$ cat src/design/stls_pkg.sv
// Constants shared by the torque limit selection block
package stls_pkg;

    // ------------------------------------------------------------
    // Widths
    // ------------------------------------------------------------
    localparam int ADDR_W = 6;
    localparam int DATA_W = 16;
    localparam int PCT_W = 10;   // Parameter limits, percent of rated torque
    localparam int OPT_W = 9;    // Option values, percent of momentary maximum
    localparam int LIM_W = 12;   // Internal limits in percent of rated torque
    localparam int TRQ_W = 13;   // Signed torque words, percent of rated torque
    localparam int PROD_W = 19;  // Option value times peak torque
    localparam int EVT_W = 3;

    // ------------------------------------------------------------
    // Register offsets (byte addresses)
    // ------------------------------------------------------------
    localparam logic [ADDR_W-1:0] OFS_CTRL = 6'h00;
    localparam logic [ADDR_W-1:0] OFS_STEADY_FWD = 6'h04;
    localparam logic [ADDR_W-1:0] OFS_STEADY_REV = 6'h08;
    localparam logic [ADDR_W-1:0] OFS_DESIG_FWD = 6'h0C;
    localparam logic [ADDR_W-1:0] OFS_DESIG_REV = 6'h10;
    localparam logic [ADDR_W-1:0] OFS_PEAK = 6'h14;
    localparam logic [ADDR_W-1:0] OFS_STATUS = 6'h18;
    localparam logic [ADDR_W-1:0] OFS_MASK = 6'h1C;
    localparam logic [ADDR_W-1:0] OFS_LIVE = 6'h20;
    localparam logic [ADDR_W-1:0] OFS_EFF_FWD = 6'h24;
    localparam logic [ADDR_W-1:0] OFS_EFF_REV = 6'h28;

    // ------------------------------------------------------------
    // Control register fields
    // ------------------------------------------------------------
    localparam int CTRL_SEL_LSB = 0;   // torque_cmd_input_select, 2 bits
    localparam int CTRL_ALLOC_LSB = 4; // limit_flag_output_alloc, 4 bits

    // Input selection codes
    localparam logic [1:0] SEL_PARAM_ONLY = 2'h0;
    localparam logic [1:0] SEL_OPT_CONT = 2'h1;
    localparam logic [1:0] SEL_OPT_GATED = 2'h3;

    // Status event bits
    localparam int EVT_FWD_LIMIT = 0;
    localparam int EVT_REV_LIMIT = 1;
    localparam int EVT_OPT_RANGE = 2;

    // ------------------------------------------------------------
    // Ranges and reset values
    // ------------------------------------------------------------
    localparam logic [PCT_W-1:0] PCT_MAX = 10'h320;      // 800 percent
    localparam logic [OPT_W-1:0] OPT_MAX = 9'h18F;       // 399 percent
    localparam logic [PROD_W-1:0] OPT_SCALE = 19'h00064; // 100 percent
    localparam logic [PCT_W-1:0] RST_STEADY = 10'h15E;   // 350 percent
    localparam logic [PCT_W-1:0] RST_DESIG = 10'h064;    // 100 percent
    localparam logic [PCT_W-1:0] RST_PEAK = 10'h12C;     // 300 percent
    localparam logic [1:0] RST_SEL = 2'h0;
    localparam logic [3:0] RST_ALLOC = 4'h0;

endpackage

$ cat src/design/stls_limit_pick.sv
// One direction's torque limit: smallest of the active sources
`timescale 1ns/1ps

module stls_limit_pick (
    // Parameter limits, percent of rated torque
    input wire logic [stls_pkg::PCT_W-1:0] steady_i,
    input wire logic [stls_pkg::PCT_W-1:0] desig_i,
    input wire logic desig_on_i,
    // Motor peak torque, percent of rated torque
    input wire logic [stls_pkg::PCT_W-1:0] peak_i,
    // Option limit already scaled to percent of rated torque
    input wire logic [stls_pkg::LIM_W-1:0] opt_i,
    input wire logic opt_on_i,
    // Resulting limit
    output logic [stls_pkg::LIM_W-1:0] limit_o
);

    // ------------------------------------------------------------
    // Selection
    // ------------------------------------------------------------

    // Parameter limits never exceed the peak torque; the peak is
    // always a candidate, so an idle designation adds nothing
    always_comb begin
        logic [stls_pkg::LIM_W-1:0] peak_w;
        logic [stls_pkg::LIM_W-1:0] cand;
        peak_w = stls_pkg::LIM_W'(peak_i);
        cand = peak_w;
        if (stls_pkg::LIM_W'(steady_i) < cand) begin
            cand = stls_pkg::LIM_W'(steady_i);
        end
        if (desig_on_i && (stls_pkg::LIM_W'(desig_i) < cand)) begin
            cand = stls_pkg::LIM_W'(desig_i);
        end
        if (opt_on_i && (opt_i < cand)) begin
            cand = opt_i;
        end
        limit_o = cand;
    end

endmodule

$ cat src/design/stls_torque_limit.sv
// Torque limit selection, clamping and limit-active indication
`timescale 1ns/1ps

// Behaviour
// - Several active limits: torque clamped to the smallest one.
// - Limit-active flag raised while clamping, only if allocated to an output.
// - Separate steady forward and reverse limits, 0 to 800 percent rated.
// - Parameter limits above motor peak torque are replaced by the peak.
// - Designated limits apply only while their direction's designation is on.
// - Selection one: option values used as limits continuously.
// - Option values in whole percent of peak torque, 0 to 399.
// - Continuous mode: option one limits forward, option two reverse.
// - Selection three: option values apply only under their designation.
// - Gated mode, forward designation on: option one limits forward.
// - Gated mode, reverse designation on: option two limits reverse.
module stls_torque_limit (
    // Clock, reset, enable
    input wire logic clk_sys_i,
    input wire logic rst_i,
    input wire logic ce_i,
    // Register port
    input wire logic [stls_pkg::ADDR_W-1:0] reg_addr_i,
    input wire logic [stls_pkg::DATA_W-1:0] reg_wdata_i,
    input wire logic reg_wr_i,
    input wire logic reg_rd_i,
    output logic [stls_pkg::DATA_W-1:0] reg_rdata_o,
    // Host motion controller
    input wire logic fwd_desig_i,
    input wire logic rev_desig_i,
    input wire logic axis_run_i,
    input wire logic [stls_pkg::OPT_W-1:0] opt_cmd1_i,
    input wire logic [stls_pkg::OPT_W-1:0] opt_cmd2_i,
    // Torque path
    input wire logic signed [stls_pkg::TRQ_W-1:0] torque_ref_i,
    output logic signed [stls_pkg::TRQ_W-1:0] torque_cmd_o,
    // Indications
    output logic torque_limit_active_flag_o,
    output logic irq_o
);

    // ------------------------------------------------------------
    // Configuration registers
    // ------------------------------------------------------------
    logic [1:0] sel_ff, nxt_sel;
    logic [3:0] alloc_ff, nxt_alloc;
    logic [stls_pkg::PCT_W-1:0] steady_ff [2];
    logic [stls_pkg::PCT_W-1:0] nxt_steady [2];
    logic [stls_pkg::PCT_W-1:0] desig_ff [2];
    logic [stls_pkg::PCT_W-1:0] nxt_desig [2];
    logic [stls_pkg::PCT_W-1:0] peak_ff, nxt_peak;
    logic [stls_pkg::EVT_W-1:0] status_ff, nxt_status;
    logic [stls_pkg::EVT_W-1:0] mask_ff, nxt_mask;

    // Written percent limits saturate so the stored value stays in range,
    // rather than refusing an oversized write
    function automatic logic [stls_pkg::PCT_W-1:0] sat_pct(
        input logic [stls_pkg::DATA_W-1:0] val
    );
        if (val > stls_pkg::DATA_W'(stls_pkg::PCT_MAX)) begin
            sat_pct = stls_pkg::PCT_MAX;
        end else begin
            sat_pct = val[stls_pkg::PCT_W-1:0];
        end
    endfunction

    // ------------------------------------------------------------
    // Option value handling
    // ------------------------------------------------------------
    logic [stls_pkg::OPT_W-1:0] opt_sat [2];
    logic [stls_pkg::LIM_W-1:0] opt_rated [2];
    logic opt_on [2];
    logic desig_on [2];
    logic opt_bad;
    logic [stls_pkg::LIM_W-1:0] lim_w [2];

    // Option values above the accepted range are held at the top of it;
    // scaling to rated torque lets one comparator serve every source
    always_comb begin
        logic [stls_pkg::PROD_W-1:0] prod1;
        logic [stls_pkg::PROD_W-1:0] prod2;
        prod1 = '0;
        prod2 = '0;
        opt_sat[0] = (opt_cmd1_i > stls_pkg::OPT_MAX) ? stls_pkg::OPT_MAX
                                                       : opt_cmd1_i;
        opt_sat[1] = (opt_cmd2_i > stls_pkg::OPT_MAX) ? stls_pkg::OPT_MAX
                                                       : opt_cmd2_i;
        prod1 = stls_pkg::PROD_W'(opt_sat[0]) * stls_pkg::PROD_W'(peak_ff);
        prod2 = stls_pkg::PROD_W'(opt_sat[1]) * stls_pkg::PROD_W'(peak_ff);
        // Scaling truncates, so a limit never rounds up
        opt_rated[0] = stls_pkg::LIM_W'(prod1 / stls_pkg::OPT_SCALE);
        opt_rated[1] = stls_pkg::LIM_W'(prod2 / stls_pkg::OPT_SCALE);
        opt_bad = (opt_cmd1_i > stls_pkg::OPT_MAX) || (opt_cmd2_i > stls_pkg::OPT_MAX);
    end

    // Designations count only while the host runs the axis
    always_comb begin
        desig_on[0] = fwd_desig_i && axis_run_i;
        desig_on[1] = rev_desig_i && axis_run_i;
        // Code two is undefined and acts as parameters only
        for (int d = 0; d < 2; d++) begin
            unique case (sel_ff)
                stls_pkg::SEL_OPT_CONT: begin
                    opt_on[d] = 1'b1;
                end
                stls_pkg::SEL_OPT_GATED: begin
                    opt_on[d] = desig_on[d];
                end
                default: begin
                    opt_on[d] = 1'b0;
                end
            endcase
        end
    end

    // ------------------------------------------------------------
    // Per-direction limit selection, index 0 forward, 1 reverse
    // ------------------------------------------------------------
    // Peak sits in every pick, so no limit can exceed it
    generate
        for (genvar g = 0; g < 2; g++) begin : g_dir
            stls_limit_pick u_pick (
                .steady_i(steady_ff[g]),
                .desig_i(desig_ff[g]),
                .desig_on_i(desig_on[g]),
                .peak_i(peak_ff),
                .opt_i(opt_rated[g]),
                .opt_on_i(opt_on[g]),
                .limit_o(lim_w[g])
            );
        end
    endgenerate

    // ------------------------------------------------------------
    // Torque clamp and indication
    // ------------------------------------------------------------
    logic signed [stls_pkg::TRQ_W-1:0] torque_ff, nxt_torque;
    logic [stls_pkg::LIM_W-1:0] eff_ff [2];
    logic [stls_pkg::LIM_W-1:0] nxt_eff [2];
    logic [1:0] clamp_ff, nxt_clamp;
    logic flag_ff, nxt_flag;
    logic irq_ff, nxt_irq;

    // Clamp against the limits of this cycle; a pure limit change with no
    // torque demand beyond it does not count as restricting
    always_comb begin
        logic signed [stls_pkg::TRQ_W-1:0] fwd_s;
        logic signed [stls_pkg::TRQ_W-1:0] rev_s;
        fwd_s = signed'(stls_pkg::TRQ_W'(lim_w[0]));
        rev_s = -signed'(stls_pkg::TRQ_W'(lim_w[1]));
        nxt_eff[0] = lim_w[0];
        nxt_eff[1] = lim_w[1];
        nxt_clamp = 2'h0;
        nxt_torque = torque_ref_i;
        if (torque_ref_i > fwd_s) begin
            nxt_torque = fwd_s;
            nxt_clamp[0] = 1'b1;
        end else if (torque_ref_i < rev_s) begin
            nxt_torque = rev_s;
            nxt_clamp[1] = 1'b1;
        end
        // Flag reaches the output only when allocated
        nxt_flag = (|nxt_clamp) && (alloc_ff != 4'h0);
        // Interrupt trails status by one cycle
        nxt_irq = |(status_ff & mask_ff);
    end

    // Torque path registers
    always_ff @(posedge clk_sys_i) begin
        if (rst_i) begin
            torque_ff <= '0;
            eff_ff[0] <= '0;
            eff_ff[1] <= '0;
            clamp_ff <= 2'h0;
            flag_ff <= 1'b0;
            irq_ff <= 1'b0;
        end else if (ce_i) begin
            torque_ff <= nxt_torque;
            eff_ff[0] <= nxt_eff[0];
            eff_ff[1] <= nxt_eff[1];
            clamp_ff <= nxt_clamp;
            flag_ff <= nxt_flag;
            irq_ff <= nxt_irq;
        end
    end

    // ------------------------------------------------------------
    // Register writes and sticky events
    // ------------------------------------------------------------

    // Set beats clear so an event landing on a clearing write survives
    always_comb begin
        logic [stls_pkg::EVT_W-1:0] evt;
        logic [stls_pkg::EVT_W-1:0] clr;
        clr = '0;
        evt = '0;
        nxt_sel = sel_ff;
        nxt_alloc = alloc_ff;
        nxt_steady = steady_ff;
        nxt_desig = desig_ff;
        nxt_peak = peak_ff;
        nxt_mask = mask_ff;
        // Clamp events mark only the first clamped cycle;
        // a bad option value reports on every cycle
        evt[stls_pkg::EVT_FWD_LIMIT] = nxt_clamp[0] && !clamp_ff[0];
        evt[stls_pkg::EVT_REV_LIMIT] = nxt_clamp[1] && !clamp_ff[1];
        evt[stls_pkg::EVT_OPT_RANGE] = opt_bad;
        if (reg_wr_i) begin
            unique case (reg_addr_i)
                stls_pkg::OFS_CTRL: begin
                    nxt_sel = reg_wdata_i[stls_pkg::CTRL_SEL_LSB +: 2];
                    nxt_alloc = reg_wdata_i[stls_pkg::CTRL_ALLOC_LSB +: 4];
                end
                stls_pkg::OFS_STEADY_FWD: nxt_steady[0] = sat_pct(reg_wdata_i);
                stls_pkg::OFS_STEADY_REV: nxt_steady[1] = sat_pct(reg_wdata_i);
                stls_pkg::OFS_DESIG_FWD: nxt_desig[0] = sat_pct(reg_wdata_i);
                stls_pkg::OFS_DESIG_REV: nxt_desig[1] = sat_pct(reg_wdata_i);
                stls_pkg::OFS_PEAK: nxt_peak = sat_pct(reg_wdata_i);
                stls_pkg::OFS_STATUS: clr = reg_wdata_i[stls_pkg::EVT_W-1:0];
                stls_pkg::OFS_MASK: nxt_mask = reg_wdata_i[stls_pkg::EVT_W-1:0];
                default: begin
                end
            endcase
        end
        nxt_status = (status_ff & ~clr) | evt;
    end

    // Configuration and status registers
    always_ff @(posedge clk_sys_i) begin
        if (rst_i) begin
            sel_ff <= stls_pkg::RST_SEL;
            alloc_ff <= stls_pkg::RST_ALLOC;
            // Steady limits come up at the no-limit default
            steady_ff[0] <= stls_pkg::RST_STEADY;
            steady_ff[1] <= stls_pkg::RST_STEADY;
            desig_ff[0] <= stls_pkg::RST_DESIG;
            desig_ff[1] <= stls_pkg::RST_DESIG;
            peak_ff <= stls_pkg::RST_PEAK;
            status_ff <= '0;
            mask_ff <= '0;
        end else if (ce_i) begin
            sel_ff <= nxt_sel;
            alloc_ff <= nxt_alloc;
            steady_ff <= nxt_steady;
            desig_ff <= nxt_desig;
            peak_ff <= nxt_peak;
            status_ff <= nxt_status;
            mask_ff <= nxt_mask;
        end
    end

    // ------------------------------------------------------------
    // Register reads
    // ------------------------------------------------------------
    logic [stls_pkg::DATA_W-1:0] rdata_ff, nxt_rdata;

    // Data stand for one cycle only; unmapped offsets read zero
    always_comb begin
        nxt_rdata = '0;
        if (reg_rd_i) begin
            unique case (reg_addr_i)
                stls_pkg::OFS_CTRL: begin
                    nxt_rdata[stls_pkg::CTRL_SEL_LSB +: 2] = sel_ff;
                    nxt_rdata[stls_pkg::CTRL_ALLOC_LSB +: 4] = alloc_ff;
                end
                stls_pkg::OFS_STEADY_FWD: nxt_rdata = stls_pkg::DATA_W'(steady_ff[0]);
                stls_pkg::OFS_STEADY_REV: nxt_rdata = stls_pkg::DATA_W'(steady_ff[1]);
                stls_pkg::OFS_DESIG_FWD: nxt_rdata = stls_pkg::DATA_W'(desig_ff[0]);
                stls_pkg::OFS_DESIG_REV: nxt_rdata = stls_pkg::DATA_W'(desig_ff[1]);
                stls_pkg::OFS_PEAK: nxt_rdata = stls_pkg::DATA_W'(peak_ff);
                stls_pkg::OFS_STATUS: nxt_rdata = stls_pkg::DATA_W'(status_ff);
                stls_pkg::OFS_MASK: nxt_rdata = stls_pkg::DATA_W'(mask_ff);
                // Bit 0 forward clamp, bit 1 reverse, bit 3 flag
                stls_pkg::OFS_LIVE: nxt_rdata = {12'h000, flag_ff, 1'b0, clamp_ff};
                stls_pkg::OFS_EFF_FWD: nxt_rdata = stls_pkg::DATA_W'(eff_ff[0]);
                stls_pkg::OFS_EFF_REV: nxt_rdata = stls_pkg::DATA_W'(eff_ff[1]);
                default: nxt_rdata = '0;
            endcase
        end
    end

    // Read data register
    always_ff @(posedge clk_sys_i) begin
        if (rst_i) begin
            rdata_ff <= '0;
        end else if (ce_i) begin
            rdata_ff <= nxt_rdata;
        end
    end

    // ------------------------------------------------------------
    // Outputs
    // ------------------------------------------------------------
    // Outputs are bare registers
    assign reg_rdata_o = rdata_ff;
    assign torque_cmd_o = torque_ff;
    assign torque_limit_active_flag_o = flag_ff;
    assign irq_o = irq_ff;

endmodule

$ cat config.mk
export PLATFORM = sky130hd
export DESIGN_NAME = stls_torque_limit
export DESIGN_NICKNAME = d
export VERILOG_FILES = /design/src/design/stls_pkg.sv /design/src/design/stls_limit_pick.sv /design/src/design/stls_torque_limit.sv
export SDC_FILE = /design/constraint.sdc
export NUM_CORES = 1
export LEC_CHECK = 0
export BUFFER_PORTS_ARGS = -buffer_cell sky130_fd_sc_hd__buf_2
export CAP_MARGIN = 20
export CELL_PAD_IN_SITES_DETAIL_PLACEMENT = 0
export CELL_PAD_IN_SITES_GLOBAL_PLACEMENT = 1
export CORE_MARGIN = 2
export CORE_UTILIZATION = 45
export DETAILED_ROUTE_END_ITERATION = 7
export PLACE_DENSITY = 0.74
export SKIP_LAST_GASP = 1
export SYNTH_ARGS = -nofsm -noshare
export SYNTH_HDL_FRONTEND = slang
export SYNTH_SLANG_ARGS = --single-unit
$ cat constraint.sdc
create_clock -name clk_sys_i -period 61.7 [get_ports clk_sys_i]
set_clock_uncertainty 0.05 [all_clocks]
set_input_delay 12.34 -clock clk_sys_i [delete_from_list [all_inputs] [get_ports clk_sys_i]]
set_output_delay 12.34 -clock clk_sys_i [all_outputs]
set_load 0.02 [all_outputs]
; After elaboration in Yosys (flattened, before gate mapping)
; Memory sizes are Yosys's and may differ from the RTL's.
; Cells that the tools add are included.
[word_totals]
latchBits = 0
romBits = 0
inputBits = 61
mem_bits_rw = 24
out_inout_bits = 31
ff_bits = 95
mem_count = 1
[op_classes]
order_cmp = 11
n_reduce_logical = 23
bitwise_logic = 6
shift = 0
n_addsub = 1
muxes = 30
multipliers = 2
n_div = 2
eq_ne = 12
[mem_list]
columns = name, words, word_bits, read_ports, rd_clocked_by_memory_dff, write_ports, line_no
row1 = eff_ff, 2, 12, 2, 0, 2, stls_torque_limit.sv:137  ; logic [stls_pkg::LIM_W-1:0] eff_ff [2];
[op_table]
columns = op, n
row1 = 12-bit 2-to-1 mux, 5
row2 = 10-bit 2-to-1 mux, 5
row3 = 10-bit < comparator, 4
row4 = 19-bit by 7-bit divider with 19-bit output (second input constant), 2
row5 = 9-bit by 10-bit multiplier with 19-bit output, 2
row6 = 4-bit case mux with 8 select lines, 1
row7 = 4-bit case mux with 7 select lines, 1
row8 = 13-bit 2-to-1 mux, 2
row9 = 6-bit by 5-bit equality test with 1-bit output (second input constant), 4
row10 = 12-bit by 10-bit < comparator with 1-bit output, 2
row11 = 2-bit case mux with 11 select lines, 1
row12 = 3-bit AND reduction, 7
row13 = 2-bit case mux with 10 select lines, 1
row14 = 6-bit equality test (second input constant), 3
row15 = 9-bit greater-than comparator (second input constant), 2
row16 = 9-bit 2-to-1 mux, 2
row17 = 16-bit by 10-bit greater-than comparator with 1-bit output (second input constant), 1
row18 = 13-bit greater-than comparator, 1
row19 = 13-bit < comparator, 1
row20 = 12-bit negation with 13-bit output, 1
row21 = 6-bit by 4-bit equality test with 1-bit output (second input constant), 2
row22 = 1-bit logical AND, 9
row23 = 1-bit 2-to-1 mux, 8
row24 = 3-bit bitwise AND, 2
row25 = other kinds (14), 18

; Logic depth before layout (Yosys ltp)
[depth]
depth_word = 14
ltp_mapped = 81
mapped_depth_nobuf = 75

; Modules after synthesis
; From an unflattened synthesis, not the netlist that was laid out.
[hier_totals]
cells_unflattened = 2491
area_unflattened_um2 = 19670.1
[by_module_without_submodules]
columns = module, seq_area_each_um2, cells_each, area_each_um2, n_inst
row1 = stls_torque_limit, 2542.4, 2177, 17237.8, 1
row2 = stls_limit_pick, 0.0, 157, 1216.2, 2

; Least setup slack after synthesis
; OpenSTA, ideal clock, no wires.
[synth_timing]
kind = input -> register
from = input opt_cmd1_i[5] (netlist bit)
to = register torque_ff, in the netlist torque_cmd_o[7]
arrival_ps = 28418
required_ps = 61528
path_stages = 77
setup_ps = 122
slack_ps = 33110
n_path_buf = 5
path_cell_list = o311a_1 nor2b_1 clkbuf_1 nand2_1 fa_1 inv_1 fa_1 fa_1 inv_1 fa_1 inv_1 ha_1 a2111o_1 o221ai_1 mux2_2 or4_1 buf_6 nand2_1 [41 not listed] ha_1 nor2b_1 o21a_1 o21ai_0 nand2b_1 a21oi_1 o21ai_0 a21o_1 a21o_1 a21oi_1 or3_1 buf_6 nand2_1 inv_1 nand2_1 nor3_1 a31o_1 a221o_1
[synth_via]
elab_chain_len = 9
[synth_rtl]
columns = element, line_no
row1 = from (decl), stls_torque_limit.sv:31  ; input wire logic [stls_pkg::OPT_W-1:0] opt_cmd1_i,
row2 = 9-bit greater-than comparator, stls_torque_limit.sv:83  ; opt_sat[0] = (opt_cmd1_i > stls_pkg::OPT_MAX) ? stls_pkg::OPT_MAX
row3 = 9-bit 2-to-1 mux (*), stls_torque_limit.sv:83
row4 = 9-bit by 10-bit multiplier with 19-bit output (*), stls_torque_limit.sv:87  ; prod1 = stls_pkg::PROD_W'(opt_sat[0]) * stls_pkg::PROD_W'(peak_ff);
row5 = 19-bit by 7-bit divider with 19-bit output (*), stls_torque_limit.sv:90  ; opt_rated[0] = stls_pkg::LIM_W'(prod1 / stls_pkg::OPT_SCALE);
row6 = 12-bit by 10-bit < comparator with 1-bit output, stls_limit_pick.sv:35  ; if (opt_on_i && (opt_i < cand)) begin
row7 = 1-bit logical AND, stls_limit_pick.sv:35
row8 = 12-bit 2-to-1 mux (*), stls_limit_pick.sv:35
row9 = 13-bit greater-than comparator, stls_torque_limit.sv:154  ; if (torque_ref_i > fwd_s) begin
row10 = 13-bit 2-to-1 mux (*), stls_torque_limit.sv:154
row11 = to (signal assigned), stls_torque_limit.sv:177  ; torque_ff <= nxt_torque;
row12 = to (decl), stls_torque_limit.sv:136  ; logic signed [stls_pkg::TRQ_W-1:0] torque_ff, nxt_torque;
; Every way passes the cells marked *; elsewhere a longest branch is shown, timed or not.
; A chain may end at the register's enable or synchronous reset.

; Worst setup path in the final report
; Ends and elaborated chain as after synthesis.

==> results.json <==
{
  "outcome": "complete, no violations",
  "fin_setup_tns_ns": 0,
  "finalCriticalPeriod_ns": 31.05,
  "route.detailed.drc": 0,
  "avgSynthCellArea_um2": 7.65,
  "synth_top_area_cell": "fa_1",
  "fin_hold_ws_ns": 0.398,
  "netlist_area_um2": 19200,
  "ctsLongestPathBuffers": 2,
  "yosysTopAreaCellShare_pct": 11.9,
  "hold_violations": 0,
  "drtIter0Drc": 1800,
  "ant_nets": 0,
  "cp-start-kind": "primary input",
  "initial_core_util_pct": 45.7,
  "grt.total_usage_pct": 28.5,
  "num_vias": 19200,
  "slowest_delay_ns": 0.69,
  "fin_ws_ns": 30.65,
  "clk-insertion-delay-late_ns": 0.43,
  "drtPass1Iterations": 6,
  "multi_input_area_um2": 15500,
  "cts_tree": "built",
  "yosys_warnings": 0,
  "cp-startpoint": "opt_cmd1_i[5]",
  "holdBufCountCts": 0,
  "grt_pass1_vias": 18100,
  "r2r_cells": 65,
  "grt_max_degree": 71,
  "dieArea_um2": 44200,
  "synth-edff-count": 24,
  "path_class": "in2reg",
  "pre_cts_ws_ns": 30.58,
  "io_buffers": 87,
  "nNetsFinal": 2866,
  "fmax_ghz": 0.0322,
  "synthArstFlopShare_pct": 0,
  "required_ns": 62.02,
  "core.rowCount": 75,
  "seq_area_um2": 2540,
  "slew_violations": 0,
  "slew_headroom_pct": 31.2,
  "ys_seq_area_share_pct": 13.3,
  "r2r_slack_ns": 42.57,
  "rsz0062_at_grt": "false",
  "numCtsBuffers": 17,
  "viasPerCell": 6.20,
  "fp.dieW_um": 210,
  "crit_arrival_ns": 31.36,
  "dieHeight_um": 210,
  "timing.final.crit_share_pct": 50.3,
  "antenna_found_initial": 3,
  "cts_setup_buffers": 0,
  "synth.distinct_cells": 117,
  "synth_area_leaders": "fa_1, ha_1, dfxtp_1",
  "crit_path_top_delay_cell": "or4_1",
  "hpwl_um": 50300,
  "core_um2": 41900,
  "syn-instance-count": 2505,
  "dp_cells": 3053,
  "clkSlewWorstSetupHoldPaths_ns": 0.06,
  "worst_pin_slew_ns": 1.03,
  "min_path_cells": 2,
  "routed_wirelength_um": 63600,
  "reg2reg_from": "peak_ff[6]$_SDFFE_PP0P_",
  "hold_start": "reg_rdata_o[9]$_SDFFE_PP0P_",
  "syn_to_final_growth_pct": 7.33,
  "end_kind": "flip-flop",
  "cts_sinks": 115,
  "min_to": "reg_rdata_o[9]$_SDFFE_PP0P_",
  "grt.overflow.total": 0,
  "synth-seq-cells": 115,
  "wl_per_cell_um": 20.6,
  "grt_pass1_wl_um": 101000,
  "worst_hold_path_type": "reg2reg",
  "clockRootBuffer": "clkbuf_16",
  "r2r-end": "torque_cmd_o[7]$_SDFFE_PP0P_",
  "ios": 92,
  "synthFlopType": "dfxtp_1",
  "gp_congestion": 0.961,
  "setup_viol": 0,
  "final.fill_count": 4236,
  "htree_levels": 4,
  "cpMostUsedCell": "nand2_1",
  "cts.repair.resized": 0,
  "layout.cells.non_filler": 3090,
  "crit_fanout": 16,
  "maxCapViolCount": 0,
  "final_layout_size_suffix_gt1_share_pct": 9.07
}
-- cells in the mapped netlist (58+ instances only) --
master and number:
mux2i_1 61, nor3_1 58, clkbuf_1 73, nand2_1 266, fa_1 114, o21ai_0 117, and2_1 93, nor2_1 282
dfxtp_1 91, inv_1 194, ha_1 156, a21oi_1 170
-- kinds of logic (layout without fill, tap and decap cells) --
| group | after synthesis | in the layout | share of synthesized area [%] |
|---|---|---|---|
| other | 2 | 14 | 0.0392 |
| AND/OR/NAND/NOR | 940 | 940 | 23.4 |
| multiplexers | 83 | 83 | 4.54 |
| adder cells (fa/ha/maj) | 274 | 274 | 22.3 |
| XOR/XNOR | 62 | 62 | 2.87 |
| buffers and inverters | 298 | 332 | 6.28 |
| flip-flops | 115 | 115 | 13.3 |
| AO/OA/AOI/OAI | 731 | 731 | 27.3 |
-- how the worst max path moves through the flow --
stage                                         end  slack, ns  depth (start not counted)
finish               torque_cmd_o[7]$_SDFFE_PP0P_      30.65                         71
global route         torque_cmd_o[9]$_SDFFE_PP0P_      29.03                         72
CTS                  torque_cmd_o[9]$_SDFFE_PP0P_      30.92                         70
detailed placement   torque_cmd_o[9]$_SDFFE_PP0P_      30.58                         70
global placement    torque_cmd_o[11]$_SDFFE_PP0P_      31.15                         69
floorplan            torque_cmd_o[7]$_SDFFE_PP0P_      33.11                         77
-- cell type report --
| cell class | count | area share (%) |
|---|---|---|
| well taps | 539 | 3.28 |
| diodes | 4 | 0.0487 |
| flip-flops and latches | 115 | 12.4 |
| clock buffers | 18 | 2.19 |
| inverters | 198 | 3.62 |
| repair buffers | 103 | 2.70 |
| multi-input cells | 2100 | 75.2 |
| clock inverters | 13 | 0.609 |
-- placed cells by master, fill, tap and decap left out, types with 22 or more instances in the layout --
master    Yosys  layout
a211o_1      33      33
a211oi_1     41      41
a21o_1       31      31
a21oi_1     170     170
and2_1       93      93
buf_2         8      87
dfxtp_1      91      91
edfxtp_1     24      24
fa_1        114     114
ha_1        156     156
inv_1       194     194
mux2i_1      61      61
nand2_1     266     266
nand2b_1     31      31
nand3_1      43      43
nand4_1      22      22
nor2_1      282     282
nor2b_1      29      29
nor3_1       58      58
o211ai_1     37      37
o21ai_0     117     117
xnor2_1      36      36
xor2_1       25      25
-- flip-flops by register name, summed over array words and instances (netlist names), 2 cells and up --
register / count
alloc_ff: 4
status_ff: 3
desig_ff: 20
steady_ff: 20
eff_ff: 24
peak_ff: 10
torque_cmd_o: 13
clamp_ff: 2
sel_ff: 2
reg_rdata_o: 12
mask_ff: 3
-- worst max-delay path, delay by kind of cell --
family | cells | cell delay, ns
multiplexers | 2 | 0.79
AO/OA/AOI/OAI | 34 | 8.67
buffers and inverters | 5 | 0.45
adder cells (fa/ha/maj) | 7 | 3.03
AND/OR/NAND/NOR | 23 | 6.01
-- layer usage --
metal,routed length (um),track usage [%],vias to the layer above
li1,-,-,9133
met1,28600,38.9,9242
met2,29500,47.9,683
met3,4030,3.50,101
met4,1500,7.09,2
met5,7,0,-
-- stage by stage --
step           util, %  cell area (um2)
3_3_place_gp      47.6            20000
4_1_cts           48.9            20500
6_report          49.0            20600
3_5_place_dp      47.6            20000
5_1_grt           49.0            20600
2_1_floorplan        -            19200
Power is not shown: default switching activity piles up to over one toggle a cycle in this logic, so the estimate is an artifact.
